## src/verilog/pic_pkg.sv

```systemverilog
// pic_pkg: constants and types shared by the priority interrupt controller
// assumes an 8-bit special-function register port on the processor clock
package pic_pkg;
   // ------------------------------------------------------------
   // register addresses
   // ------------------------------------------------------------
   localparam logic [7:0] ADDR_PRIO_LOW  = 8'hB8;
   localparam logic [7:0] ADDR_FLAGS_A   = 8'hC0;
   localparam logic [7:0] ADDR_FLAGS_B   = 8'hC8;
   localparam logic [7:0] ADDR_PRIO_HIGH = 8'hB9;
   localparam logic [7:0] ADDR_ENABLE_0  = 8'hA8;
   localparam logic [7:0] ADDR_ENABLE_1  = 8'hA9;
   localparam logic [7:0] ADDR_ENABLE_2  = 8'hAA;
   localparam logic [7:0] ADDR_ENABLE_3  = 8'hAB;
   localparam logic [7:0] ADDR_BANK_EXT  = 8'h94;
   localparam logic [7:0] ADDR_BANK_AUX  = 8'h95;
   localparam logic [7:0] ADDR_BANK_SP   = 8'h96;
   // ------------------------------------------------------------
   // reset values and field layout
   // ------------------------------------------------------------
   localparam logic [7:0] RESET_BYTE     = 8'h00;
   localparam logic [7:0] PRIO_MASK      = 8'h3F;
   localparam logic [7:0] FLAGS_B_MASK   = 8'hC3;
   localparam logic [7:0] ENABLE_MASK    = 8'h3F;
   localparam int         GATE_BIT       = 7;
   localparam int         NUM_GROUPS     = 6;
   localparam int         NUM_SOURCES    = 24;
   localparam logic [15:0] VEC_BASE      = 16'h0003;
   localparam logic [15:0] VEC_STEP      = 16'h0008;
   localparam logic [15:0] VEC_GAP       = 16'h0010;
   localparam logic [4:0]  GAP_FROM      = 5'h0E;
   // ------------------------------------------------------------
   // types
   // ------------------------------------------------------------
   typedef enum logic [2:0] {
      PIC_IDLE    = 3'b000,
      PIC_PUSH    = 3'b001,
      PIC_CALL    = 3'b010,
      PIC_POP     = 3'b011,
      PIC_RESTORE = 3'b100
   } pic_state_t;

   typedef struct packed {
      logic       wr;
      logic       rd;
      logic [7:0] addr;
      logic [7:0] wdata;
   } pic_sfr_req_t;

   typedef struct packed {
      logic       wr;
      logic       rd;
      logic [7:0] addr;
      logic [7:0] data;
   } pic_stack_t;
endpackage : pic_pkg

```

## src/verilog/pic_top.sv

```systemverilog
// pic_top: priority interrupt controller with bank-extension stacking
// assumes peripheral requests on clk; external pins are asynchronous
`timescale 1ns/1ps
`default_nettype none
module pic_top (
   // clock and reset
   input  wire logic                 clk,
   input  wire logic                 sys_rst,
   // register port
   input  wire pic_pkg::pic_sfr_req_t sfr_req,
   output var  logic [7:0]           sfr_rdata,
   // peripheral requests, same clock
   input  wire logic [7:0]           periph_req_a,
   input  wire logic                 channel_switch_req,
   input  wire logic                 converter_wakeup_req,
   // core-side request flags kept outside this block
   input  wire logic [5:0]           std_req,
   // extra external pins and edge selects
   input  wire logic                 extra_ext0_pin,
   input  wire logic                 extra_ext1_pin,
   input  wire logic [3:0]           extra_edge_sel,
   // core sequencer
   input  wire logic                 call_ack,
   input  wire logic                 reti,
   output var  logic                 call_req,
   output var  logic [15:0]          call_vector,
   // bank-extension stack
   output var  pic_pkg::pic_stack_t  stack,
   input  wire logic [7:0]           stack_data_in,
   output var  logic [7:0]           bank_extension
);
   // ------------------------------------------------------------
   // registers
   // ------------------------------------------------------------
   logic [7:0] flags_a_reg, flags_b_reg, prio_lo_reg, prio_hi_reg;
   logic [7:0] en_reg [4];
   logic [7:0] bank_ext_reg, bank_aux_reg, bank_sp_reg;
   logic [7:0] periph_a_q_reg;
   logic [1:0] periph_b_q_reg;
   logic [1:0] ext_s1_reg, ext_s2_reg, ext_q_reg;
   logic [3:0] active_reg;
   logic [1:0] cur_lvl_reg, sel_lvl_reg;
   logic [15:0] vec_reg;
   logic        call_req_reg;
   pic_pkg::pic_state_t state_reg, state_next;

   function automatic logic [15:0] vec_of(input logic [4:0] idx);
      logic [15:0] v;
      v = pic_pkg::VEC_BASE + pic_pkg::VEC_STEP * {11'h000, idx};
      if (idx >= pic_pkg::GAP_FROM) begin
         v = v + pic_pkg::VEC_GAP;
      end
      return v;
   endfunction : vec_of

   function automatic logic wr_hit(input pic_pkg::pic_sfr_req_t r, input logic [7:0] a);
      return r.wr && (r.addr == a);
   endfunction : wr_hit

   // ------------------------------------------------------------
   // edge capture
   // ------------------------------------------------------------
   wire [7:0] rise_a  = periph_req_a & ~periph_a_q_reg;
   wire [1:0] rise_b  = {channel_switch_req, converter_wakeup_req} & ~periph_b_q_reg;
   wire [1:0] ext_r   = ext_s2_reg & ~ext_q_reg;
   wire [1:0] ext_f   = ~ext_s2_reg & ext_q_reg;
   wire       ext0_ev = (ext_r[0] & extra_edge_sel[1]) | (ext_f[0] & extra_edge_sel[0]);
   wire       ext1_ev = (ext_r[1] & extra_edge_sel[3]) | (ext_f[1] & extra_edge_sel[2]);
   wire [7:0] set_b   = {rise_b, 4'h0, ext1_ev, ext0_ev};

   wire       wr_a    = wr_hit(sfr_req, pic_pkg::ADDR_FLAGS_A);
   wire       wr_b    = wr_hit(sfr_req, pic_pkg::ADDR_FLAGS_B);
   wire [7:0] flags_a_next = (wr_a ? sfr_req.wdata : flags_a_reg) | rise_a;
   wire [7:0] flags_b_next = ((wr_b ? sfr_req.wdata : flags_b_reg) | set_b)
                             & pic_pkg::FLAGS_B_MASK;

   // ------------------------------------------------------------
   // source matrix: row = enable register, column = group
   // ------------------------------------------------------------
   wire [5:0] src_row [4];
   assign src_row[0] = std_req | {flags_a_reg[6], 5'h00};
   assign src_row[1] = {flags_a_reg[3], flags_a_reg[4], flags_b_reg[1],
                        flags_a_reg[5], flags_b_reg[0], 1'b0};
   assign src_row[2] = {flags_a_reg[0], flags_a_reg[1], flags_b_reg[7],
                        flags_a_reg[2], 2'b00};
   assign src_row[3] = {flags_b_reg[6], flags_a_reg[7], 4'h0};

   logic [23:0] pend;
   logic [1:0]  grp_lvl [6];
   always_comb begin
      for (int g = 0; g < pic_pkg::NUM_GROUPS; g++) begin
         grp_lvl[g] = {prio_hi_reg[g], prio_lo_reg[g]};
         for (int r = 0; r < 4; r++) begin
            pend[g*4+r] = src_row[r][g] & en_reg[r][g]
                          & en_reg[0][pic_pkg::GATE_BIT];
         end
      end
   end

   // ------------------------------------------------------------
   // arbitration
   // ------------------------------------------------------------
   logic       win_valid;
   logic [1:0] win_lvl;
   logic [4:0] win_idx;
   always_comb begin
      win_valid = 1'b0;
      win_lvl   = 2'b00;
      win_idx   = 5'h00;
      for (int l = 3; l >= 0; l--) begin
         for (int s = 0; s < pic_pkg::NUM_SOURCES; s++) begin
            if (!win_valid && pend[s] && (grp_lvl[s/4] == 2'(l))) begin
               win_valid = 1'b1;
               win_lvl   = 2'(l);
               win_idx   = 5'((s % 4) * 6 + s / 4);
            end
         end
      end
   end

   wire busy    = |active_reg;
   wire preempt = win_valid && (!busy || (win_lvl > cur_lvl_reg));

   logic [1:0] top_after;
   logic [3:0] act_left;
   always_comb begin
      act_left = active_reg;
      act_left[cur_lvl_reg] = 1'b0;
      top_after = 2'b00;
      for (int l = 0; l < 4; l++) begin
         if (act_left[l]) begin
            top_after = 2'(l);
         end
      end
   end

   // ------------------------------------------------------------
   // sequencer
   // ------------------------------------------------------------
   always_comb begin
      state_next = state_reg;
      case (state_reg)
         pic_pkg::PIC_IDLE: begin
            if (reti && busy) begin
               state_next = pic_pkg::PIC_POP;
            end else if (preempt) begin
               state_next = pic_pkg::PIC_PUSH;
            end
         end
         pic_pkg::PIC_PUSH: begin
            state_next = pic_pkg::PIC_CALL;
         end
         pic_pkg::PIC_CALL: begin
            if (call_ack) begin
               state_next = pic_pkg::PIC_IDLE;
            end
         end
         pic_pkg::PIC_POP: begin
            state_next = pic_pkg::PIC_RESTORE;
         end
         pic_pkg::PIC_RESTORE: begin
            state_next = pic_pkg::PIC_IDLE;
         end
         default: begin
            state_next = pic_pkg::PIC_IDLE;
         end
      endcase
   end

   wire in_idle = state_reg == pic_pkg::PIC_IDLE;
   wire start_push = in_idle && !(reti && busy) && preempt;
   wire start_pop  = in_idle && reti && busy;

   always_ff @(posedge clk) begin
      if (sys_rst) begin
         state_reg    <= pic_pkg::PIC_IDLE;
         active_reg   <= 4'h0;
         cur_lvl_reg  <= 2'b00;
         sel_lvl_reg  <= 2'b00;
         vec_reg      <= 16'h0000;
         call_req_reg <= 1'b0;
      end else begin
         state_reg <= state_next;
         if (start_push) begin
            sel_lvl_reg <= win_lvl;
            vec_reg     <= vec_of(win_idx);
         end
         if (state_reg == pic_pkg::PIC_PUSH) begin
            call_req_reg            <= 1'b1;
            active_reg[sel_lvl_reg] <= 1'b1;
            cur_lvl_reg             <= sel_lvl_reg;
         end else if (call_ack) begin
            call_req_reg <= 1'b0;
         end
         if (start_pop) begin
            active_reg  <= act_left;
            cur_lvl_reg <= top_after;
         end
      end
   end

   // ------------------------------------------------------------
   // bank-extension stack
   // ------------------------------------------------------------
   pic_pkg::pic_stack_t stack_next;
   always_comb begin
      stack_next       = '0;
      stack_next.addr  = bank_sp_reg;
      if (start_push) begin
         stack_next.wr   = 1'b1;
         stack_next.data = bank_ext_reg;
      end else if (state_reg == pic_pkg::PIC_POP) begin
         stack_next.rd = 1'b1;
      end
   end

   logic [7:0] bank_ext_next;
   always_comb begin
      bank_ext_next = bank_ext_reg;
      if (wr_hit(sfr_req, pic_pkg::ADDR_BANK_EXT)) begin
         bank_ext_next = sfr_req.wdata;
      end
      if (state_reg == pic_pkg::PIC_PUSH) begin
         bank_ext_next = {bank_aux_reg[3:0], bank_aux_reg[3:0]};
      end else if (state_reg == pic_pkg::PIC_RESTORE) begin
         bank_ext_next = stack_data_in;
      end
   end

   logic [7:0] bank_sp_next;
   always_comb begin
      bank_sp_next = bank_sp_reg;
      if (wr_hit(sfr_req, pic_pkg::ADDR_BANK_SP)) begin
         bank_sp_next = sfr_req.wdata;
      end
      if (state_reg == pic_pkg::PIC_PUSH) begin
         bank_sp_next = bank_sp_reg + 8'h01;
      end else if (start_pop) begin
         bank_sp_next = bank_sp_reg - 8'h01;
      end
   end

   // ------------------------------------------------------------
   // register file
   // ------------------------------------------------------------
   wire [7:0] ra = sfr_req.addr;
   wire [7:0] rd_mux =
      (ra == pic_pkg::ADDR_FLAGS_A)   ? flags_a_reg  :
      (ra == pic_pkg::ADDR_FLAGS_B)   ? flags_b_reg  :
      (ra == pic_pkg::ADDR_PRIO_LOW)  ? prio_lo_reg  :
      (ra == pic_pkg::ADDR_PRIO_HIGH) ? prio_hi_reg  :
      (ra == pic_pkg::ADDR_ENABLE_0)  ? en_reg[0]    :
      (ra == pic_pkg::ADDR_ENABLE_1)  ? en_reg[1]    :
      (ra == pic_pkg::ADDR_ENABLE_2)  ? en_reg[2]    :
      (ra == pic_pkg::ADDR_ENABLE_3)  ? en_reg[3]    :
      (ra == pic_pkg::ADDR_BANK_EXT)  ? bank_ext_reg :
      (ra == pic_pkg::ADDR_BANK_AUX)  ? bank_aux_reg :
      (ra == pic_pkg::ADDR_BANK_SP)   ? bank_sp_reg  : 8'h00;

   always_ff @(posedge clk) begin
      if (sys_rst) begin
         flags_a_reg    <= pic_pkg::RESET_BYTE;
         flags_b_reg    <= pic_pkg::RESET_BYTE;
         prio_lo_reg    <= pic_pkg::RESET_BYTE;
         prio_hi_reg    <= pic_pkg::RESET_BYTE;
         for (int i = 0; i < 4; i++) begin
            en_reg[i] <= pic_pkg::RESET_BYTE;
         end
         bank_ext_reg   <= pic_pkg::RESET_BYTE;
         bank_aux_reg   <= pic_pkg::RESET_BYTE;
         bank_sp_reg    <= pic_pkg::RESET_BYTE;
         periph_a_q_reg <= 8'h00;
         periph_b_q_reg <= 2'b00;
         ext_s1_reg     <= 2'b00;
         ext_s2_reg     <= 2'b00;
         ext_q_reg      <= 2'b00;
         sfr_rdata      <= 8'h00;
         stack          <= '0;
      end else begin
         periph_a_q_reg <= periph_req_a;
         periph_b_q_reg <= {channel_switch_req, converter_wakeup_req};
         ext_s1_reg     <= {extra_ext1_pin, extra_ext0_pin};
         ext_s2_reg     <= ext_s1_reg;
         ext_q_reg      <= ext_s2_reg;
         flags_a_reg    <= flags_a_next;
         flags_b_reg    <= flags_b_next;
         if (wr_hit(sfr_req, pic_pkg::ADDR_PRIO_LOW)) begin
            prio_lo_reg <= sfr_req.wdata & pic_pkg::PRIO_MASK;
         end
         if (wr_hit(sfr_req, pic_pkg::ADDR_PRIO_HIGH)) begin
            prio_hi_reg <= sfr_req.wdata & pic_pkg::PRIO_MASK;
         end
         if (wr_hit(sfr_req, pic_pkg::ADDR_ENABLE_0)) begin
            en_reg[0] <= sfr_req.wdata;
         end
         if (wr_hit(sfr_req, pic_pkg::ADDR_ENABLE_1)) begin
            en_reg[1] <= sfr_req.wdata & pic_pkg::ENABLE_MASK;
         end
         if (wr_hit(sfr_req, pic_pkg::ADDR_ENABLE_2)) begin
            en_reg[2] <= sfr_req.wdata & pic_pkg::ENABLE_MASK;
         end
         if (wr_hit(sfr_req, pic_pkg::ADDR_ENABLE_3)) begin
            en_reg[3] <= sfr_req.wdata & pic_pkg::ENABLE_MASK;
         end
         if (wr_hit(sfr_req, pic_pkg::ADDR_BANK_AUX)) begin
            bank_aux_reg <= sfr_req.wdata;
         end
         bank_ext_reg   <= bank_ext_next;
         bank_sp_reg    <= bank_sp_next;
         sfr_rdata      <= sfr_req.rd ? rd_mux : 8'h00;
         stack          <= stack_next;
      end
   end

   assign call_req       = call_req_reg;
   assign call_vector    = vec_reg;
   assign bank_extension = bank_ext_reg;
endmodule : pic_top
`default_nettype wire
```

## config.mk

```make
export PLATFORM = sky130hd
export DESIGN_NAME = pic_top
export DESIGN_NICKNAME = d
export VERILOG_FILES = /design/src/verilog/pic_pkg.sv /design/src/verilog/pic_top.sv
export SDC_FILE = /design/constraint.sdc
export NUM_CORES = 1
export LEC_CHECK = 0
export BUFFER_PORTS_ARGS = -buffer_cell sky130_fd_sc_hd__buf_2
export CAP_MARGIN = 20
export CORE_AREA = 2 2 123 125
export CTS_CLUSTER_SIZE = 10
export DETAILED_ROUTE_END_ITERATION = 10
export DIE_AREA = 0 0 125 127
export GPL_TIMING_DRIVEN = 0
export PLACE_DENSITY = 0.76
export SLEW_MARGIN = 20
export SYNTH_ARGS = -nofsm -noshare
export SYNTH_HDL_FRONTEND = slang
export SYNTH_SLANG_ARGS = --single-unit
```

## constraint.sdc

```tcl
create_clock -name clk -period 5.8 [get_ports clk]
set_input_delay 0.29 -clock clk [delete_from_list [all_inputs] [get_ports clk]]
set_output_delay 0.29 -clock clk [all_outputs]
set_load 0.05 [all_outputs]
```

==> implementation parameters, run 1 <==
Parameter                              Value

Power
  Power Total ... 3.00 mW
  Logic gate share of total power ... 25.7%
  Static Leakage ... 3.62 nW
  Total power density per cell area ... 327 mW/mm^2
  Peak ir drop on the vdd network ... 0.224 mV
  Pint ... 1.98 mW
  Part of the total power dissipated in sequential elements ... 36.9%
  Switching power ... 1.02 mW
  Switching Share ... 34.0%
  Part of the power in the clock network ... 37.3%

Synthesis
  Portion of netlist area occupied by mux cells ... 3.64%
  Share of synthesized flip-flops with an asynchronous set or reset ... 0%
  Number of warnings issued by yosys ... 0
  Sequential cell area fraction in the yosys report ... 37.6%
  Share of the synthesized area in compound gates (AO/OA/AOI/OAI) ... 23.2%
  Main combinational cell family by area after synthesis ... simple AND/OR/NAND/NOR gates
  Simple-Gate Fraction of Synth Area ... 29.7%
  Number of enable-type register cells in the synthesized netlist ... 26
  Synthesized cell area ... 0.00787 sq mm
  Yosys cell types ... 79
  Synth Area in XOR/XNOR ... 0.334%
  Post-synthesis average cell area ... 8.14 sq um
  Count of mapped cells out of synthesis ... 967
  Seq cells post-synth ... 135
  Adder-cell share of the synthesized area ... 0.795%
  Dominant register cell in the synthesized netlist ... dfxtp_1

Critical path
  Data arrival time at the worst-slack endpoint ... 5.58 ns
  Type of element capturing the critical path ... register
  Endpoint required time on the critical path ... 6.17 ns
  Startpoint kind of the worst setup timing path ... register
  Startpoint-to-endpoint class of the critical path ... register to register
  Largest fanout on the critical path ... 10

Run
  Max-cap viol count ... 0

Placed design
  # port buffers ... 91
  Half-perimeter wire length after detailed placement ... 20400 um
  Routability-driven placement congestion ratio ... 1.01

Global routing
  GRT Overall Usage ... 34.4%
  Largest net degree at the start of global routing ... 17
  Total congestion overflow ... 0
  Global-route wire length before repair ... 42800 um
  Number of global-route vias before repair ... 7759
  Initial antenna violation count ... 0

Floorplanning
  Starting density of the core ... 54.6%
  Std cell rows ... 44
  Die Ht ... 127 um
  Die span in x ... 125 um
  Full die area ... 0.0159 sq mm
  Number of top-level pins ... 103
  Core Area ... 0.0144 sq mm

Detailed routing
  Routed wire length per instance ... 21.8 um
  Initial DRT Pass Iterations ... 9
  Vias per std cell ... 6.65
  Number of vias in the routed layout ... 8518
  DR iter-0 viols ... 1202
  Sum of routed wire length over all layers ... 27900 um
  DRC violations left ... 0
  Routed Antenna Nets ... 0

STA
  Post-Route Hold Slack ... 0.0737 ns
  Fraction of the cycle the final worst path needs ... 89.9%
  Final-report max-slew violation count ... 0
  Fmax ... 0.192 GHz
  Total negative slack for setup checks ... 0 ns
  RSZ-0062 raised after global routing ... false
  Setup-failing EPs final ... 0
  Clock period minus final worst setup slack ... 5.21 ns
  Relative slew slack ... 31.1%
  Worst-margin pin slew ... 1.03 ns
  Worst clock skew ... 0.0103 ns
  Final number of hold-violating endpoints ... 0

Clock network
  Number of H-tree levels ... 4
  Clock sink count ... 135
  Maximum count of clock buffers along a single path ... 2
  Root Buffer Master ... clkbuf_16
  Number of buffers inserted by post-CTS setup repair ... 0
  Post-cts sizing count ... 0
  CTS tree ... built
  Clock transition at path regs ... 0.06 ns
  Clk_lat worst skew ... 0.43 ns
  Number of buffers added by the clock tree synthesis step ... 17
  Number of buffers inserted by hold repair at cts ... 0

Layout
  Flip-flop count of the largest register after layout ... 26
  Count of antenna diodes in the layout ... 0
  Most used cells in the layout excluding fill and tap cells ... dfxtp_1, nand2_1, buf_2, nor2_1, a21oi_1
  Commonest non-fill, non-tap cell in the layout ... dfxtp_1
  Number of nets at the end of the flow ... 1141
  Utilization after layout ... 63.8%
  Layout overhead on the synthesized area ... 16.9%
  Fraction of final layout cells sized beyond drive strength 1 ... 14.9%

Status
  Result of the run ... finished clean

Worst hold path
  Hold Crit Class ... primary input to register
==> synthesized netlist by cell type (all sizes together), types with 4 or more instances <==
cell type,instances,area share [%]
a211o,9,1.0
a211oi,5,0.48
a21o,5,0.48
a21oi,59,3.8
a221oi,5,0.64
a222oi,10,1.3
a22oi,22,2.1
a311oi,5,0.56
a31o,4,0.44
a31oi,23,1.8
and2,40,3.2
and3,12,0.95
buf,16,1.3
clkbuf,57,2.7
dfxtp,109,28
edfxtp,26,9.9
ha,5,0.79
inv,14,0.67
mux2,5,0.72
mux2i,23,2.9
nand2,103,4.9
nand2b,20,1.6
nand3,46,3.1
nand3b,12,1.1
nand4,18,1.5
nor2,83,4.0
nor2b,30,2.4
nor3,35,2.3
nor4,10,1.4
o211ai,6,0.57
o21ai,38,2.4
o221ai,4,0.44
o22a,9,1.0
o22ai,24,1.9
or2,7,0.56
or3,8,0.64
or4,5,0.48
==> power groups by stage <==
stage               sequential (mW)  clock, mW  combinational [mW]
global placement               1.12          0               0.747
finish                         1.11       1.12               0.773
CTS                            1.11       1.12               0.758
detailed placement             1.13          0               0.754
global route                   1.12       1.17               0.832
floorplan                      1.22          0               0.440
==> layout make-up <==
type / instances / area, sq um
fill: 1329 / 5220
multi-input combinational: 752 / 4570
sequential: 135 / 2960
clock buffer: 22 / 507
timing repair buffer: 91 / 455
buffer: 73 / 313
tap: 184 / 230
clock inverter: 9 / 111
inverter: 14 / 52.6
==> stage by stage <==
step	instance area (sq um)	cells	worst slack (ns)
global placement	8580	1249	0.798
CTS	9200	1280	0.786
detailed placement	8580	1249	0.777
floorplan	7900	974	1.79
finish	9200	1280	0.587
global route	9200	1280	0.259
==> kinds of logic (layout without fill, tap and decap cells) <==
group	after synthesis	in the layout
AOI/OAI and AO/OA	265	265
xor gates and xnor gates	3	3
adders and majority gates	5	5
buffers and inverters	87	209
DFF	135	135
muxes	28	28
other	1	8
and+or+nand+nor	443	443
==> final timing paths <==
check                           slack [ns]        endpoint  cells after the start      startpoint
worst min-delay path                  0.07   ext_s1_reg[0]                      2  extra_ext0_pin
worst max-delay path                  0.59  call_vector[4]                     17    en_reg[0][4]
worst max register to register        0.59  call_vector[4]                     17    en_reg[0][4]
worst min register to register        0.44   ext_s2_reg[1]                      1   ext_s1_reg[1]
==> critical path, stage by stage, from the launching register on <==
cell      delay [ns]
edfxtp_1        0.50
a222oi_1        0.95
o22ai_1         0.31
nor3_2          0.44
nand3_2         0.26
or4_1           0.64
and3_1          0.20
ha_1            0.27
nand2_1         0.06
o21ai_0         0.09
o21ai_0         0.18
nand2_1         0.07
a21o_1          0.17
or2_2           0.33
inv_2           0.08
clkbuf_1        0.36
nand4_1         0.14
nand3b_1        0.10
==> per-layer routing <==
metal / part of all wire, % / wire [um] / up-vias / global-route usage [%]
li1: - / - / 3836 / -
met1: 39 / 10800 / 3923 / 45.1
met2: 46 / 12700 / 648 / 53.9
met3: 12 / 3210 / 111 / 8.00
met4: 4.3 / 1190 / 0 / 16.7
met5: 0 / 0 / - / 0
No activity file was read; power rests on OpenSTA's default activity.
==> run 2: changes to the inputs <==
Settings changed: CORE_AREA 2 2 123 125 to 2 2 173 90, DIE_AREA 0 0 125 127 to 0 0 175 92, SLEW_MARGIN 20 to not set.
==> run 2 against run 1 <==
Against the previous run: sequential share of layout area is 0.37 points lower; via count is 2.0% higher; clock power is 9.8% higher; non-clock buffer count is 2 higher; critical path type unchanged; largest power group unchanged.
==> implementation parameters, run 2 (same netlist as run 1, synthesis figures left out) <==
Parameter                              Value

Status
  Result of the run ... finished clean (unchanged)

STA
  Worst-margin pin slew ... 1.06 ns (was 1.03 ns)
  Final number of hold-violating endpoints ... 0 (unchanged)
  Setup-failing EPs final ... 0 (unchanged)
  RSZ-0062 raised after global routing ... false (unchanged)
  Relative slew slack ... 28.6% (was 31.1%)
  Fraction of the cycle the final worst path needs ... 95.8% (was 89.9%)
  Fmax ... 0.180 GHz (was 0.192 GHz)
  Total negative slack for setup checks ... 0 ns (unchanged)
  Post-Route Hold Slack ... 0.0826 ns (was 0.0737 ns)
  Clock period minus final worst setup slack ... 5.56 ns (was 5.21 ns)
  Worst clock skew ... 0.00842 ns (was 0.0103 ns)
  Setup slack of the critical path after layout ... 0.244 ns (was 0.587 ns)
  Final-report max-slew violation count ... 0 (unchanged)

Worst hold path
  Worst min-delay path endpoint ... ext_s1_reg[1] (was ext_s1_reg[0])
  Hold Crit Class ... primary input to register (unchanged)
  Start point of the worst min-delay path ... extra_ext1_pin (was extra_ext0_pin)
  Hold path cells ... 2 (unchanged)

Detailed routing
  Number of vias in the routed layout ... 8689 (was 8518)
  Vias per std cell ... 6.66 (was 6.65)
  Sum of routed wire length over all layers ... 31300 um (was 27900 um)
  Routed Antenna Nets ... 0 (unchanged)
  Routed wire length per instance ... 24.0 um (was 21.8 um)
  Initial DRT Pass Iterations ... 7 (was 9)
  DRC violations left ... 0 (unchanged)
  DR iter-0 viols ... 1664 (was 1202)

Power
  Static Leakage ... 3.65 nW (was 3.62 nW)
  Total power density per cell area ... 339 mW/mm^2 (was 327 mW/mm^2)
  Power Total ... 3.15 mW (was 3.00 mW)
  Peak ir drop on the vdd network ... 0.222 mV (was 0.224 mV)

Floorplanning
  Number of top-level pins ... 103 (unchanged)
  Die Ht ... 92 um (was 127 um)
  Core Area ... 0.0149 sq mm (was 0.0144 sq mm)
  Starting density of the core ... 53.0% (was 54.6%)
  Full die area ... 0.0161 sq mm (was 0.0159 sq mm)
  Std cell rows ... 32 (was 44)
  Die span in x ... 175 um (was 125 um)

Layout
  Layout overhead on the synthesized area ... 18.3% (was 16.9%)
  Utilization after layout ... 62.7% (was 63.8%)
  Flip-flop count of the largest register after layout ... 26 (unchanged)
  Fraction of final layout cells sized beyond drive strength 1 ... 15.2% (was 14.9%)
  Most used cells in the layout excluding fill and tap cells ... dfxtp_1, nand2_1, buf_2, nor2_1, a21oi_1 (unchanged)
  Number of nets at the end of the flow ... 1143 (was 1141)
  Commonest non-fill, non-tap cell in the layout ... dfxtp_1 (unchanged)

Critical path
  Startpoint of the most critical register-to-register path ... en_reg[0][4] (unchanged)
  CP bufs+invs ... 2 (unchanged)
  Master of the slowest instance on the critical path ... a222oi_1 (unchanged)
  Startpoint-to-endpoint class of the critical path ... register to register (unchanged)
  Type of element capturing the critical path ... register (unchanged)
  Endpoint required time on the critical path ... 6.16 ns (was 6.17 ns)
  Slack of the worst reg-to-reg path ... 0.24 ns (was 0.59 ns)
  Cell Chain, Critical Path ... a222oi_1 > a21boi_1 > nor4_4 > nand3_2 > or2_1 > o32a_1 > and3_1 > ha_1 > nand2_1 > o21ai_0 > o21ai_0 > nand2_1 > a21o_1 > or2_2 > inv_2 > clkbuf_1 > nand4_1 > nand3b_1 (was a222oi_1 > o22ai_1 > nor3_2 > nand3_2 > or4_1 > and3_1 > ha_1 > nand2_1 > o21ai_0 > o21ai_0 > nand2_1 > a21o_1 > or2_2 > inv_2 > clkbuf_1 > nand4_1 > nand3b_1)
  Data arrival time at the worst-slack endpoint ... 5.92 ns (was 5.58 ns)
  Crit-path max cell delay ... 0.84 ns (was 0.95 ns)
  Largest fanout on the critical path ... 10 (unchanged)
  Top Family by Delay on Critical Path ... simple AND/OR/NAND/NOR gates (unchanged)
  Cells on worst reg2reg path ... 18 (was 17)
  Startpoint kind of the worst setup timing path ... register (unchanged)
  FF-to-FF End ... call_vector[4] (unchanged)

Placed design
  Routability-driven placement congestion ratio ... 1.13 (was 1.01)
  Half-perimeter wire length after detailed placement ... 23900 um (was 20400 um)
  # port buffers ... 91 (unchanged)
  Post-placement setup slack ... 0.473 ns (was 0.777 ns)

Global routing
  Largest net degree at the start of global routing ... 17 (unchanged)
  Initial antenna violation count ... 1 (was 0)
  Global-route wire length before repair ... 46800 um (was 42800 um)
  GRT Overall Usage ... 39.2% (was 34.4%)
  Number of global-route vias before repair ... 7782 (was 7759)
  Total congestion overflow ... 0 (unchanged)

Clock network
  Root Buffer Master ... clkbuf_16 (unchanged)
  Number of buffers added by the clock tree synthesis step ... 17 (unchanged)
  Number of buffers inserted by post-CTS setup repair ... 0 (unchanged)
  Number of H-tree levels ... 4 (unchanged)
  Post-cts sizing count ... 0 (unchanged)
  Number of buffers inserted by hold repair at cts ... 0 (unchanged)
  Maximum count of clock buffers along a single path ... 2 (unchanged)
  Clock sink count ... 135 (unchanged)
  Clk_lat worst skew ... 0.43 ns (about the same)
  CTS tree ... built (unchanged)
  Clock transition at path regs ... 0.06 ns (about the same)

Run
  Max-cap viol count ... 0 (unchanged)
[run 2: worst reg2reg max path, cell delays in order, from the launching register on]
cell and delay [ns]:
edfxtp_1 0.50, a222oi_1 0.84, a21boi_1 0.41, nor4_4 0.54, nand3_2 0.26, or2_1 0.36, o32a_1 0.29, and3_1 0.22
ha_1 0.28, nand2_1 0.06, o21ai_0 0.10, o21ai_0 0.16, nand2_1 0.07, a21o_1 0.17, or2_2 0.33, inv_2 0.10
clkbuf_1 0.52, nand4_1 0.16, nand3b_1 0.13
[run 2: worst max path at each step]
stage | slack, ns | start | end | cells after the start
global route | 0.05 | en_reg[0][4] | call_vector[4] | 18
CTS | 0.42 | en_reg[0][3] | call_vector[4] | 18
detailed placement | 0.47 | en_reg[0][3] | call_vector[4] | 18
finish | 0.24 | en_reg[0][4] | call_vector[4] | 18
floorplan | 1.79 | en_reg[0][3] | call_vector[4] | 18
global placement | 0.45 | en_reg[0][3] | call_vector[4] | 18
[run 2: layout make-up]
class                   count  area, sq um
clock buffers              24          556
repair buffers             93          470
plain buffers              73          313
well taps                 204          255
diodes                      1         2.50
inverters                  14         52.6
multi-input cells         752         4570
clock inverters             8          128
flip-flops and latches    135         2960
fillers                  1280         5540
[run 2: stage by stage]
stage               area [sq um]  cells
finish                      9310   1304
global route                9310   1304
CTS                         9290   1301
detailed placement          8610   1269
global placement            8610   1269
floorplan                   7900    974
[run 2: power by group]
group / switching [mW] / internal (mW) / leakage (nW) / total [mW]
Clock: 0.430 / 0.801 / 0.330 / 1.23
Sequential: 0.0793 / 1.03 / 1.14 / 1.11
Combinational: 0.565 / 0.245 / 2.18 / 0.810
Total: 1.07 / 2.08 / 3.65 / 3.15
[run 2: routing by layer]
layer,GRT usage [%],routed length [um],share of wire [%],vias up
met3,19.3,6220,20,62
li1,-,-,-,3832
met2,46.9,10700,34,766
met4,6.88,478,1.5,2
met1,60.5,13800,44,4027
met5,3.53,69,0.22,-
